==> src/rtl/sfrb_cfg.svh <==
// Register addresses, bit positions, reset values and divider counts
`ifndef SFRB_CFG_SVH
`define SFRB_CFG_SVH
`define SFRB_A_PZL 8'h80
`define SFRB_A_STP 8'h81
`define SFRB_A_PAL 8'h82
`define SFRB_A_PAH 8'h83
`define SFRB_A_PBL 8'h84
`define SFRB_A_PBH 8'h85
`define SFRB_A_PSEL 8'h86
`define SFRB_A_PWR 8'h87
`define SFRB_A_TCTL 8'h88
`define SFRB_A_TIMER_MODE_CONTROL 8'h89
`define SFRB_A_T0L 8'h8a
`define SFRB_A_T1L 8'h8b
`define SFRB_A_T0H 8'h8c
`define SFRB_A_T1H 8'h8d
`define SFRB_B_IDLE 0
`define SFRB_B_PDOWN 1
`define SFRB_B_UF0 2
`define SFRB_B_UF1 3
`define SFRB_B_FRAME 6
`define SFRB_B_BAUD 7
`define SFRB_B_X0T 0
`define SFRB_B_X0F 1
`define SFRB_B_X1T 2
`define SFRB_B_X1F 3
`define SFRB_B_T0R 4
`define SFRB_B_T0F 5
`define SFRB_B_T1R 6
`define SFRB_B_T1F 7
`define SFRB_RST_BYTE 8'h00
`define SFRB_RST_STP 8'h07
`define SFRB_RD_NONE 8'hff
`define SFRB_DIV_FAST 4
`define SFRB_DIV_SLOW 12
`endif

==> src/rtl/sfrb_pkg.sv <==
// Types shared by the register bank files
package sfrb_pkg;
  typedef enum logic [1:0] {
    SFRB_M13 = 2'h0,
    SFRB_M16 = 2'h1,
    SFRB_M8R = 2'h2,
    SFRB_MSPLIT = 2'h3
  } sfrb_tmode_t;
  typedef struct packed {
    logic gate;
    logic count_pin;
    sfrb_tmode_t mode;
  } sfrb_tcfg_t;
  typedef enum logic [1:0] {
    SFRB_RUN = 2'h0,
    SFRB_IDLE = 2'h1,
    SFRB_PDOWN = 2'h3
  } sfrb_pwr_t;
  typedef struct packed {
    logic req;
    logic wr;
    logic direct;
    logic bit_op;
    logic [2:0] bit_sel;
    logic bit_val;
    logic [7:0] addr;
    logic [7:0] wdata;
  } sfrb_req_t;
endpackage

==> src/rtl/sfrb_bank.sv <==
// Special function register bank: pointers, power control, timers 0/1
`timescale 1ns/100ps
`include "sfrb_cfg.svh"
module sfrb_bank (
  input wire logic mclk,
  input wire logic srst,
  input wire sfrb_pkg::sfrb_req_t sfr_req,
  output logic [7:0] sfr_rdata,
  output logic sfr_rbit,
  output logic sfr_rvalid,
  input wire logic active_data_pointer_load,
  input wire logic [15:0] active_data_pointer_value,
  output logic [15:0] active_data_pointer,
  input wire logic wake,
  output logic cpu_clk_en,
  output logic periph_clk_en,
  output logic baud_doubler,
  output logic framing_select,
  output logic [7:0] port_zero_latch,
  input wire logic timer_zero_div_select,
  input wire logic timer_one_div_select,
  input wire logic t0_count_pin,
  input wire logic t1_count_pin,
  input wire logic ext_irq_pin_zero,
  input wire logic ext_irq_pin_one,
  input wire logic t0_vec,
  input wire logic t1_vec,
  input wire logic x0_vec,
  input wire logic x1_vec,
  output logic timer_zero_overflow,
  output logic timer_one_overflow,
  output logic ext_zero_flag,
  output logic ext_one_flag
);
  // ****************************************
  // Storage
  // ****************************************
  logic [7:0] stack_top_pointer;
  logic [7:0] pointer_a_low;
  logic [7:0] pointer_a_high;
  logic [7:0] pointer_b_low;
  logic [7:0] pointer_b_high;
  logic pointer_select;
  logic user_flag_one;
  logic user_flag_zero;
  logic power_down_request;
  logic idle_request;
  logic timer_zero_run;
  logic timer_one_run;
  logic ext_zero_trigger_type;
  logic ext_one_trigger_type;
  logic [7:0] timer_mode_control;
  logic [7:0] timer_zero_low;
  logic [7:0] timer_zero_high;
  logic [7:0] timer_one_low;
  logic [7:0] timer_one_high;
  sfrb_pkg::sfrb_pwr_t pwr;
  logic [3:0] div12;
  logic [1:0] div4;

  // ****************************************
  // Bus decode
  // ****************************************
  logic bitable;
  logic hit;
  logic we;
  logic [7:0] mask;
  logic [7:0] rd_cur;
  logic [7:0] wv;
  logic [7:0] tctl_val;
  logic [7:0] pwr_val;
  assign bitable = sfr_req.addr[2:0] == 3'h0;
  // Indirect cycles to the upper half belong to RAM, not here
  assign hit = sfr_req.req & sfr_req.direct & sfr_req.addr[7] & (~sfr_req.bit_op | bitable);
  assign we = hit & sfr_req.wr;
  assign mask = 8'h01 << sfr_req.bit_sel;
  assign wv = sfr_req.bit_op ? ((rd_cur & ~mask) | ({8{sfr_req.bit_val}} & mask)) : sfr_req.wdata;
  assign tctl_val = {timer_one_overflow, timer_one_run, timer_zero_overflow, timer_zero_run,
                     ext_one_flag, ext_one_trigger_type, ext_zero_flag, ext_zero_trigger_type};
  // Bits 5..4 are absent and read high
  assign pwr_val = {baud_doubler, framing_select, 2'h3, user_flag_one, user_flag_zero,
                    power_down_request, idle_request};
  always_comb
  begin
    case (sfr_req.addr)
      `SFRB_A_PZL: rd_cur = port_zero_latch;
      `SFRB_A_STP: rd_cur = stack_top_pointer;
      `SFRB_A_PAL: rd_cur = pointer_a_low;
      `SFRB_A_PAH: rd_cur = pointer_a_high;
      `SFRB_A_PBL: rd_cur = pointer_b_low;
      `SFRB_A_PBH: rd_cur = pointer_b_high;
      `SFRB_A_PSEL: rd_cur = {7'h00, pointer_select};
      `SFRB_A_PWR: rd_cur = pwr_val;
      `SFRB_A_TCTL: rd_cur = tctl_val;
      `SFRB_A_TIMER_MODE_CONTROL: rd_cur = timer_mode_control;
      `SFRB_A_T0L: rd_cur = timer_zero_low;
      `SFRB_A_T1L: rd_cur = timer_one_low;
      `SFRB_A_T0H: rd_cur = timer_zero_high;
      `SFRB_A_T1H: rd_cur = timer_one_high;
      default: rd_cur = `SFRB_RD_NONE;
    endcase
  end
  logic w_pal;
  logic w_pah;
  logic w_pbl;
  logic w_pbh;
  logic w_pwr;
  logic w_tctl;
  logic w_t0l;
  logic w_t0h;
  logic w_t1l;
  logic w_t1h;
  assign w_pal = we & (sfr_req.addr == `SFRB_A_PAL);
  assign w_pah = we & (sfr_req.addr == `SFRB_A_PAH);
  assign w_pbl = we & (sfr_req.addr == `SFRB_A_PBL);
  assign w_pbh = we & (sfr_req.addr == `SFRB_A_PBH);
  assign w_pwr = we & (sfr_req.addr == `SFRB_A_PWR);
  assign w_tctl = we & (sfr_req.addr == `SFRB_A_TCTL);
  assign w_t0l = we & (sfr_req.addr == `SFRB_A_T0L);
  assign w_t0h = we & (sfr_req.addr == `SFRB_A_T0H);
  assign w_t1l = we & (sfr_req.addr == `SFRB_A_T1L);
  assign w_t1h = we & (sfr_req.addr == `SFRB_A_T1H);

  // ****************************************
  // Data pointers
  // ****************************************
  logic [7:0] next_pal;
  logic [7:0] next_pah;
  logic [7:0] next_pbl;
  logic [7:0] next_pbh;
  logic next_psel;
  // A bus write to a byte outranks a pointer load in the same cycle
  assign next_pal = w_pal ? wv : (active_data_pointer_load & ~pointer_select) ? active_data_pointer_value[7:0] : pointer_a_low;
  assign next_pah = w_pah ? wv : (active_data_pointer_load & ~pointer_select) ? active_data_pointer_value[15:8] : pointer_a_high;
  assign next_pbl = w_pbl ? wv : (active_data_pointer_load & pointer_select) ? active_data_pointer_value[7:0] : pointer_b_low;
  assign next_pbh = w_pbh ? wv : (active_data_pointer_load & pointer_select) ? active_data_pointer_value[15:8] : pointer_b_high;
  assign next_psel = (we & (sfr_req.addr == `SFRB_A_PSEL)) ? wv[0] : pointer_select;

  // ****************************************
  // Power state
  // ****************************************
  sfrb_pkg::sfrb_pwr_t next_pwr;
  logic pd_set;
  logic idle_set;
  assign pd_set = w_pwr & wv[`SFRB_B_PDOWN];
  assign idle_set = w_pwr & wv[`SFRB_B_IDLE];
  always_comb
  begin
    case (pwr)
      sfrb_pkg::SFRB_RUN: next_pwr = pd_set ? sfrb_pkg::SFRB_PDOWN : idle_set ? sfrb_pkg::SFRB_IDLE : pwr;
      sfrb_pkg::SFRB_IDLE: next_pwr = wake ? sfrb_pkg::SFRB_RUN : pwr;
      sfrb_pkg::SFRB_PDOWN: next_pwr = wake ? sfrb_pkg::SFRB_RUN : pwr;
      default: next_pwr = sfrb_pkg::SFRB_RUN;
    endcase
  end

  // ****************************************
  // Tick dividers and pins
  // ****************************************
  logic tick12;
  logic tick4;
  logic tick0;
  logic tick1;
  // Dividers freeze in power-down, run on in idle
  assign tick12 = periph_clk_en & (div12 == 4'(`SFRB_DIV_SLOW - 1));
  assign tick4 = periph_clk_en & (div4 == 2'(`SFRB_DIV_FAST - 1));
  assign tick0 = timer_zero_div_select ? tick4 : tick12;
  assign tick1 = timer_one_div_select ? tick4 : tick12;
  logic c0_fall;
  logic c1_fall;
  logic x0_lvl;
  logic x1_lvl;
  logic x0_fall;
  logic x1_fall;
  sfrb_pin_sync u_c0 (.mclk(mclk), .srst(srst), .pin(t0_count_pin), .level(), .fall(c0_fall));
  sfrb_pin_sync u_c1 (.mclk(mclk), .srst(srst), .pin(t1_count_pin), .level(), .fall(c1_fall));
  sfrb_pin_sync u_x0 (.mclk(mclk), .srst(srst), .pin(ext_irq_pin_zero), .level(x0_lvl), .fall(x0_fall));
  sfrb_pin_sync u_x1 (.mclk(mclk), .srst(srst), .pin(ext_irq_pin_one), .level(x1_lvl), .fall(x1_fall));
  sfrb_ext_flag u_f0 (.mclk(mclk), .srst(srst), .level(x0_lvl), .fall(x0_fall), .edge_mode(ext_zero_trigger_type),
    .vec_ack(x0_vec), .sw_we(w_tctl), .sw_val(wv[`SFRB_B_X0F]), .flag(ext_zero_flag));
  sfrb_ext_flag u_f1 (.mclk(mclk), .srst(srst), .level(x1_lvl), .fall(x1_fall), .edge_mode(ext_one_trigger_type),
    .vec_ack(x1_vec), .sw_we(w_tctl), .sw_val(wv[`SFRB_B_X1F]), .flag(ext_one_flag));

  // ****************************************
  // Timers
  // ****************************************
  function automatic logic [16:0] sfrb_step(input logic [1:0] m, input logic [7:0] lo, input logic [7:0] hi);
    logic [13:0] s13;
    logic [16:0] s16;
    logic [8:0] s8;
    s13 = {1'b0, hi, lo[4:0]} + 14'h0001;
    s16 = {1'b0, hi, lo} + 17'h0_0001;
    s8 = {1'b0, lo} + 9'h001;
    case (m)
      2'h0: sfrb_step = {s13[13], s13[12:5], lo[7:5], s13[4:0]};
      2'h1: sfrb_step = s16;
      2'h2: sfrb_step = {s8[8], hi, s8[8] ? hi : s8[7:0]};
      default: sfrb_step = {s8[8], hi, s8[7:0]};
    endcase
  endfunction
  sfrb_pkg::sfrb_tcfg_t cfg0;
  sfrb_pkg::sfrb_tcfg_t cfg1;
  logic split;
  logic en0;
  logic en0h;
  logic en1;
  logic [16:0] s0;
  logic [16:0] s1;
  logic [8:0] h0inc;
  logic ovf0;
  logic ovf1;
  assign cfg0 = timer_mode_control[3:0];
  assign cfg1 = timer_mode_control[7:4];
  assign split = cfg0.mode == sfrb_pkg::SFRB_MSPLIT;
  assign en0 = timer_zero_run & (~cfg0.gate | x0_lvl) & (cfg0.count_pin ? c0_fall : tick0);
  // Split high byte is a plain timer on the second timer's run bit
  assign en0h = split & timer_one_run & tick1;
  assign en1 = (cfg1.mode != sfrb_pkg::SFRB_MSPLIT) & timer_one_run & (~cfg1.gate | x1_lvl)
             & (cfg1.count_pin ? c1_fall : tick1);
  assign s0 = sfrb_step(cfg0.mode, timer_zero_low, timer_zero_high);
  assign s1 = sfrb_step(cfg1.mode, timer_one_low, timer_one_high);
  assign h0inc = {1'b0, timer_zero_high} + 9'h001;
  assign ovf0 = en0 & s0[16];
  assign ovf1 = split ? (en0h & h0inc[8]) : (en1 & s1[16]);
  logic [7:0] next_t0l;
  logic [7:0] next_t0h;
  logic [7:0] next_t1l;
  logic [7:0] next_t1h;
  logic next_t0f;
  logic next_t1f;
  assign next_t0l = w_t0l ? wv : en0 ? s0[7:0] : timer_zero_low;
  assign next_t0h = w_t0h ? wv : split ? (en0h ? h0inc[7:0] : timer_zero_high)
                  : en0 ? s0[15:8] : timer_zero_high;
  assign next_t1l = w_t1l ? wv : en1 ? s1[7:0] : timer_one_low;
  assign next_t1h = w_t1h ? wv : en1 ? s1[15:8] : timer_one_high;
  // Overflow beats a software or vector clear
  assign next_t0f = ovf0 | (w_tctl ? wv[`SFRB_B_T0F] : (~t0_vec & timer_zero_overflow));
  assign next_t1f = ovf1 | (w_tctl ? wv[`SFRB_B_T1F] : (~t1_vec & timer_one_overflow));

  // ****************************************
  // Flops
  // ****************************************
  always_ff @(posedge mclk)
  begin
    if (srst)
    begin
      port_zero_latch <= `SFRB_RD_NONE;
      stack_top_pointer <= `SFRB_RST_STP;
      pointer_a_low <= `SFRB_RST_BYTE;
      pointer_a_high <= `SFRB_RST_BYTE;
      pointer_b_low <= `SFRB_RST_BYTE;
      pointer_b_high <= `SFRB_RST_BYTE;
      pointer_select <= 1'b0;
      active_data_pointer <= 16'h0000;
      {baud_doubler, framing_select, user_flag_one, user_flag_zero} <= 4'h0;
      {power_down_request, idle_request} <= 2'h0;
      pwr <= sfrb_pkg::SFRB_RUN;
      cpu_clk_en <= 1'b1;
      periph_clk_en <= 1'b1;
      {timer_zero_run, timer_one_run, ext_zero_trigger_type, ext_one_trigger_type} <= 4'h0;
      {timer_zero_overflow, timer_one_overflow} <= 2'h0;
      timer_mode_control <= `SFRB_RST_BYTE;
      timer_zero_low <= `SFRB_RST_BYTE;
      timer_zero_high <= `SFRB_RST_BYTE;
      timer_one_low <= `SFRB_RST_BYTE;
      timer_one_high <= `SFRB_RST_BYTE;
      div12 <= 4'h0;
      div4 <= 2'h0;
      sfr_rdata <= `SFRB_RD_NONE;
      sfr_rbit <= 1'b1;
      sfr_rvalid <= 1'b0;
    end
    else
    begin
      if (we & (sfr_req.addr == `SFRB_A_PZL))
        port_zero_latch <= wv;
      if (we & (sfr_req.addr == `SFRB_A_STP))
        stack_top_pointer <= wv;
      if (we & (sfr_req.addr == `SFRB_A_TIMER_MODE_CONTROL))
        timer_mode_control <= wv;
      if (w_pwr)
      begin
        {baud_doubler, framing_select} <= wv[`SFRB_B_BAUD:`SFRB_B_FRAME];
        {user_flag_one, user_flag_zero} <= wv[`SFRB_B_UF1:`SFRB_B_UF0];
      end
      power_down_request <= (next_pwr == sfrb_pkg::SFRB_PDOWN);
      idle_request <= (next_pwr == sfrb_pkg::SFRB_IDLE);
      if (w_tctl)
      begin
        {timer_one_run, timer_zero_run} <= {wv[`SFRB_B_T1R], wv[`SFRB_B_T0R]};
        {ext_one_trigger_type, ext_zero_trigger_type} <= {wv[`SFRB_B_X1T], wv[`SFRB_B_X0T]};
      end
      pointer_a_low <= next_pal;
      pointer_a_high <= next_pah;
      pointer_b_low <= next_pbl;
      pointer_b_high <= next_pbh;
      pointer_select <= next_psel;
      active_data_pointer <= next_psel ? {next_pbh, next_pbl} : {next_pah, next_pal};
      pwr <= next_pwr;
      cpu_clk_en <= (next_pwr == sfrb_pkg::SFRB_RUN);
      periph_clk_en <= (next_pwr != sfrb_pkg::SFRB_PDOWN);
      timer_zero_low <= next_t0l;
      timer_zero_high <= next_t0h;
      timer_one_low <= next_t1l;
      timer_one_high <= next_t1h;
      timer_zero_overflow <= next_t0f;
      timer_one_overflow <= next_t1f;
      if (periph_clk_en)
      begin
        div12 <= tick12 ? 4'h0 : div12 + 4'h1;
        div4 <= div4 + 2'h1;
      end
      sfr_rvalid <= sfr_req.req & ~sfr_req.wr;
      if (sfr_req.req & ~sfr_req.wr)
      begin
        sfr_rdata <= hit ? rd_cur : `SFRB_RD_NONE;
        sfr_rbit <= hit ? rd_cur[sfr_req.bit_sel] : 1'b1;
      end
    end
  end

  logic rd_any;
  assign rd_any = sfr_req.req & ~sfr_req.wr;
endmodule

==> src/rtl/sfrb_pin_sync.sv <==
// Pin synchroniser with falling edge detect
`timescale 1ns/100ps
module sfrb_pin_sync (
  input wire logic mclk,
  input wire logic srst,
  input wire logic pin,
  output logic level,
  output logic fall
);
  logic meta;
  logic prev;
  // First stage feeds only the second
  always_ff @(posedge mclk)
  begin
    if (srst)
    begin
      meta <= 1'b1;
      level <= 1'b1;
      prev <= 1'b1;
    end
    else
    begin
      meta <= pin;
      level <= meta;
      prev <= level;
    end
  end
  assign fall = prev & ~level;
endmodule

==> src/rtl/sfrb_ext_flag.sv <==
// External interrupt flag, edge or level triggered
`timescale 1ns/100ps
module sfrb_ext_flag (
  input wire logic mclk,
  input wire logic srst,
  input wire logic level,
  input wire logic fall,
  input wire logic edge_mode,
  input wire logic vec_ack,
  input wire logic sw_we,
  input wire logic sw_val,
  output logic flag
);
  logic next_flag;
  // Edge set beats any clear in the same cycle
  assign next_flag = ~edge_mode ? ~level : fall ? 1'b1 : sw_we ? sw_val : vec_ack ? 1'b0 : flag;
  always_ff @(posedge mclk)
  begin
    if (srst)
      flag <= 1'b0;
    else
      flag <= next_flag;
  end
endmodule

==> config.mk <==
export PLATFORM = sky130hd
export DESIGN_NAME = sfrb_bank
export DESIGN_NICKNAME = d
export VERILOG_FILES = /design/src/rtl/sfrb_pkg.sv /design/src/rtl/sfrb_bank.sv /design/src/rtl/sfrb_pin_sync.sv /design/src/rtl/sfrb_ext_flag.sv
export VERILOG_INCLUDE_DIRS = /design/src /design/src/rtl
export SDC_FILE = /design/constraint.sdc
export NUM_CORES = 1
export LEC_CHECK = 0
export BUFFER_PORTS_ARGS = -buffer_cell sky130_fd_sc_hd__clkbuf_2
export CAP_MARGIN = 10
export CORE_ASPECT_RATIO = 1.75
export CORE_MARGIN = 2
export CORE_UTILIZATION = 30
export CTS_CLUSTER_SIZE = 40
export DETAILED_ROUTE_END_ITERATION = 8
export GPL_TIMING_DRIVEN = 0
export SLEW_MARGIN = 20
export SYNTH_ARGS = -nofsm -noshare
export SYNTH_HDL_FRONTEND = slang
export SYNTH_SLANG_ARGS = --single-unit
==> constraint.sdc <==
create_clock -name mclk -period 2.6 [get_ports mclk]
set_clock_uncertainty 0.15 [all_clocks]
set_input_delay 0.39 -clock mclk [delete_from_list [all_inputs] [get_ports mclk]]
set_output_delay 0.39 -clock mclk [all_outputs]
set_load 0.02 [all_outputs]
# --- After elaboration in Yosys (flattened, before gate mapping) ---
# Cells that the tools add are included.
word_totals:
  ram_bits: 0
  out_inout_bits: 42
  latchBits: 0
  mem_bits_ro: 0
  inputBits: 54
  regBits: 151
  n_memories: 0
op_classes:
  n_shift: 1
  mul: 0
  n_mux: 50
  n_bitwise: 61
  order_cmp: 1
  n_div: 0
  addsub: 9
  reduce_logical: 16
  n_eq_ne: 34
ops:
  columns: ["cell", "count"]
  rows:
  - ["$mux 8", 22]
  - ["$eq 8x8->1 const B", 14]
  - ["$pmux 8 s14", 1]
  - ["$pmux 17 s3", 2]
  - ["$and 1x1->1", 41]
  - ["$add 16x1->17 const B", 2]
  - ["$add 13x1->14 const B", 2]
  - ["$add 8x1->9 const B", 3]
  - ["$mux 1", 18]
  - ["$and 8x8->8", 2]
  - ["$mux 16", 1]
  - ["$eq 2x2->1 const B", 6]
  - ["$not 1->1", 11]
  - ["$ne 2x2->1 const B", 5]
  - ["$eq 2x1->1 const B", 4]
  - ["$logic_not 2->1", 4]
  - ["$ne 4x2->1 const B", 2]
  - ["$not 8->8", 1]
  - ["$or 8x8->8", 1]
  - ["$shl 1x3->8 const A", 1]
  - ["$mux 2", 3]
  - ["$reduce_bool 2->1", 3]
  - ["$reduce_bool 3->1", 2]
  - ["$or 1x1->1", 5]
  - ["other kinds (15)", 16]

# --- Longest topological paths before layout ---
depth:
  ltp_word: 10
  mapped_depth: 10
  depth_no_buf: 7

# --- Hierarchy ---
# From an unflattened synthesis, not the netlist that was laid out.
unflattened:
  cells_unflattened: 1035
  hier_area_um2: 8458.1
modules_own_cells:
  columns: ["mod", "cells_per_inst", "n_inst", "area_per_inst_um2", "seq_area_each_um2"]
  rows:
  - ["sfrb_bank", 995, 1, 7997.7, 2742.6]
  - ["sfrb_pin_sync", 7, 4, 85.1, 60.1]
  - ["sfrb_ext_flag", 6, 2, 60.1, 20.0]

# --- Least setup slack after synthesis ---
# OpenSTA, ideal clock, no wires.
synth_timing:
  kind: "input to register"
  startpoint: "input sfr_req[14] (netlist name)"
  endpoint: "register active_data_pointer[14]"
  t_arrival_ps: 2239
  required_time_ps: 2329
  stages: 6
  slack_ps: 91
  setup_ps: 121
  path_cell_list: "or4b_4 -> nor4_4 -> nand2_2 -> mux2i_4 -> buf_6 -> mux2_2"
synth_between:
  elab_chain_cells: 7
synth_lines:
  columns: ["item", "line", "rtl"]
  rows:
  - ["start: declaration", "sfrb_bank.sv:7", "input wire sfrb_pkg::sfrb_req_t sfr_req,"]
  - ["$eq 8x8->1", "sfrb_bank.sv:85", "case (sfr_req.addr)"]
  - ["$pmux 8 s14", "sfrb_bank.sv:85", null]
  - ["$and 8x8->8", "sfrb_bank.sv:77", "assign wv = sfr_req.bit_op ? ((rd_cur & ~mask) | ({8{sfr_req.bit_val}} & mask)) : sfr_req.wdata;"]
  - ["$or 8x8->8", "sfrb_bank.sv:77", null]
  - ["$mux 8", "sfrb_bank.sv:77", null]
  - ["$mux 8 (tied with other cells)", "sfrb_bank.sv:134", "assign next_pah = w_pah ? wv : (active_data_pointer_load & ~pointer_select) ? active_data_pointer_value[15:8] ..."]
  - ["$mux 16 *", "sfrb_bank.sv:298", "active_data_pointer <= next_psel ? {next_pbh, next_pbl} : {next_pah, next_pal};"]
  - ["end signal: assignment", "sfrb_bank.sv:298", null]
  - ["end: declaration", "sfrb_bank.sv:13", "output logic [15:0] active_data_pointer,"]
# Mark *: on every way between the ends. The rest lies on a longest branch, timed or not.
# A chain may end at the register's enable or synchronous reset.

# --- Worst setup path after layout ---
layout_timing:
  startpoint: "input sfr_req[10] (netlist name)"
  endpoint: "register sfr_rbit"
layout_between:
  elab_chain_cells: 5
layout_lines:
  columns: ["item", "line", "rtl"]
  rows:
  - ["$eq 8x8->1", "sfrb_bank.sv:85", null]
  - ["$pmux 8 s14", "sfrb_bank.sv:85", null]
  - ["$bmux 1 s3", "sfrb_bank.sv:317", "sfr_rbit <= hit ? rd_cur[sfr_req.bit_sel] : 1'b1;"]
  - ["$mux 1 (not written as such)", "sfrb_bank.sv:317", null]
  - ["$mux 1 *", "sfrb_bank.sv:317", null]
  - ["end signal: assignment", "sfrb_bank.sv:317", null]
  - ["end: declaration", "sfrb_bank.sv:9", "output logic sfr_rbit,"]
# Mark *: on every way between the ends. The rest lies on a longest branch, timed or not. The select of a mux whose other input is x is not followed.

==> impl_metrics.yaml <==
outcome:
  outcome: "finished, final reports clean"
global_routing:
  grt_pass1_vias: 9533
  use_met3_pct: 4.76
  grt_max_degree: 17
  top_usage_layer: "met2"
  track_usage_pct: 27.6
  grt_pass1_wl_um: 61700
  antenna_found_initial: 0
  use_met2_pct: 48.6
  use_met1_pct: 26.1
  grt-ovfl-total: 0
die:
  start_util_pct: 30.4
  die_x_um: 134
  fp.dieH_um: 232
  die_area_sq_mm: 0.0311
  ioPinCount: 96
  rows: 83
  core_area_sq_mm: 0.0293
yosys:
  synth_warnings: 0
  synth_top_cell_area_share_pct: 34.0
  synth_cell_types: 88
  syn-num-nets: 1143
  yosysMostFrequentCell: "dfxtp_1"
  ys_ff_latch: 151
  netlist_area_sq_mm: 0.00889
  yosys-top-cells-area: "dfxtp_1, mux2i_1, a21oi_1"
  synth_top_area_cell: "dfxtp_1"
  ys_seq_area_share_pct: 34.0
  synthCells: 1084
  synth_edf_count: 0
  ys.flop_type: "dfxtp_1"
  synth.avg_cell_area_sq_um: 8.21
  async_flop_share_pct: 0
  synth_top_cells_by_count: "dfxtp_1, nor2_1, nand2_1, a21oi_1, mux2i_1"
worst_setup_path:
  cp_data_required_time_ns: 2.78
  critPathArrivalTime_ns: 2.77
  rr_worst_depth: 8
  worstReg2RegStart: "div12[0]"
  worstSetupPathType: "in -> reg"
  ff2ff_setup_slack_ns: 0.07
  cp-start-kind: "input port"
  crit_fanout: 10
  cp-end-kind: "flip-flop"
  timing.rr.end: "timer_one_low[2]"
clocking:
  cts_sinks: 151
  path_clk_slew_ns: 0.06
  insertion_delay_ns: 0.46
  clock_path_buffers: 2
  root_buffer: "clkbuf_16"
  cts_tree: "done"
  h-tree-depth: 4
  cts-buffers-inserted: 17
final_layout:
  multi_input_area_sq_mm: 0.00567
  fin_nets: 1277
  syn2layout_area_growth_pct: 23.7
  n_antenna_cell: 0
  fill_cells: 3111
  seq_area_sq_mm: 0.00302
  drive_above_1_share_pct: 24.0
  fin_util_pct: 37.6
hold_path:
  holdPathStages: 3
  hold_path.class: "in -> reg"
  holdCritStartpoint: "active_data_pointer_value[3]"
  holdPathEnd: "pointer_b_low[3]"
power:
  leakage_nw: 4.17
  irDropWorstVdd_uv: 393
  p_total_mw: 5.57
  power_density_mw_per_mm2: 507
timing:
  hold_slack_ns: 0.107
  finalHoldViolCount: 0
  finalSetupTns_ns: 0
  rsz0062_at_grt: "true"
  slew_headroom_pct: 31.4
  max_freq_ghz: 0.386
  setup_viol: 0
  setup_slack_ns: 0.00933
  worst_pin_slew_ns: 1.03
  finalCriticalPeriod_ns: 2.59
  period_share_pct: 99.6
  drv_slew: 0
place:
  hpwl_um: 33700
  dp_slack_ns: -1.41
  globalplace.congestion: 1.08
  port_buffers: 91
routing:
  vias: 9607
  firstDrtPassIters: 7
  ant_nets: 0
  first_iter_violations: 1034
  routedWlPerCell_um: 26.8
  drc: 0
  routed_wl_um: 43100
  viasPerCell: 5.96
flow_run:
  cap_violations: 0
[cell usage in the layout (no fill, tap or decap), types with 7 or more instances in the layout]
| cell | synthesis | final |
|---|---|---|
| mux2i_1 | 57 | 57 |
| clkbuf_16 | 0 | 17 |
| or3b_2 | 9 | 9 |
| or2_2 | 17 | 17 |
| a21oi_1 | 80 | 78 |
| o32ai_1 | 7 | 7 |
| clkbuf_1 | 46 | 31 |
| dfxtp_1 | 151 | 150 |
| nand3_1 | 44 | 43 |
| clkbuf_4 | 0 | 10 |
| nor2_1 | 92 | 86 |
| o21a_1 | 7 | 7 |
| clkbuf_2 | 1 | 99 |
| mux2_2 | 15 | 15 |
| nand3b_1 | 11 | 11 |
| o211ai_1 | 16 | 16 |
| buf_2 | 29 | 17 |
| inv_1 | 19 | 19 |
| o22ai_1 | 17 | 17 |
| a211oi_1 | 42 | 39 |
| and3_1 | 13 | 13 |
| a31oi_1 | 18 | 15 |
| a211oi_2 | 6 | 8 |
| nand2b_1 | 16 | 16 |
| o21ai_0 | 38 | 36 |
| buf_4 | 4 | 30 |
| nor3_1 | 21 | 20 |
| xor2_1 | 7 | 7 |
| nand4_1 | 15 | 15 |
| o22a_1 | 12 | 12 |
| nand2_1 | 90 | 88 |
| and2_1 | 19 | 19 |
| nor2b_1 | 16 | 16 |
[routing by layer]
| layer | vias to the layer above | routed length (um) |
|---|---|---|
| met5 | - | 0 |
| met4 | 0 | 4870 |
| met3 | 205 | 2310 |
| met2 | 503 | 21800 |
| met1 | 4569 | 14200 |
| li1 | 4330 | - |
[per-stage QoR]
stage / instances / cell area [sq um]
CTS: 1610 / 10800
detailed placement: 1557 / 9830
global placement: 1557 / 9830
floorplan: 1084 / 8890
finish: 1612 / 11000
global route: 1612 / 11000
[worst max-delay path by stage]
stage / startpoint / to / cells after the start
6_report: sfr_req[10] / sfr_rbit / 10
4_1_cts: sfr_req[11] / port_zero_latch[4] / 11
3_3_place_gp: sfr_req[9] / port_zero_latch[2] / 9
2_1_floorplan: sfr_req[14] / active_data_pointer[14] / 6
3_5_place_dp: sfr_req[10] / timer_mode_control[2] / 9
5_1_grt: div12[0] / timer_one_low[2] / 8
[layout make-up]
class / instances / share of cell area [%]
repair buffers: 121 / 6.73
inverters: 21 / 0.717
clock inverters: 13 / 1.37
well taps: 382 / 4.35
plain buffers: 82 / 3.83
clock buffers: 18 / 3.99
flip-flops and latches: 151 / 27.5
multi-input cells: 824 / 51.5
[report_power, final]
group | switching (mW) | internal [mW] | total, mW
clock network | 1.06 | 1.44 | 2.50
registers | 0.0311 | 2.36 | 2.39
logic | 0.452 | 0.230 | 0.683
[timing repair]
action                                 CTS  global route
setup endpoints to repair              104            71
hold buffers                             4             0
resized for setup                       39            44
endpoints found under the hold margin    4             0
pin swaps                               11             4
buffers inserted                        19             7
[critical path, cell delays in order]
cell      delay [ns]
clkbuf_2        0.18
clkbuf_4        0.26
buf_4           0.25
buf_4           0.23
mux2i_1         0.27
o32ai_1         0.19
a311oi_2        0.35
nand3_1         0.25
o221ai_2        0.29
o31ai_1         0.11
[sequential cells by signal, summed over array words and instances (netlist names), 2 cells and up]
| name | flops |
|---|---|
| timer_one_low | 8 |
| pointer_b_low | 8 |
| pwr | 2 |
| timer_zero_low | 8 |
| div4 | 2 |
| pointer_b_high | 8 |
| pointer_a_low | 8 |
| port_zero_latch | 8 |
| timer_one_high | 8 |
| div12 | 4 |
| pointer_a_high | 8 |
| sfr_rdata | 8 |
| stack_top_pointer | 8 |
| timer_mode_control | 8 |
| active_data_pointer | 16 |
| timer_zero_high | 8 |
[cell families after synthesis]
logic type | count (synthesis) | synth area share, %
mux | 73 | 8.57
flops | 151 | 34.0
simple gates | 400 | 23.9
xor+xnor | 13 | 1.28
buf+inv | 109 | 5.28
fa+ha+maj | 5 | 0.703
compound gates | 333 | 26.3
No activity file was read; power rests on OpenSTA's default activity.
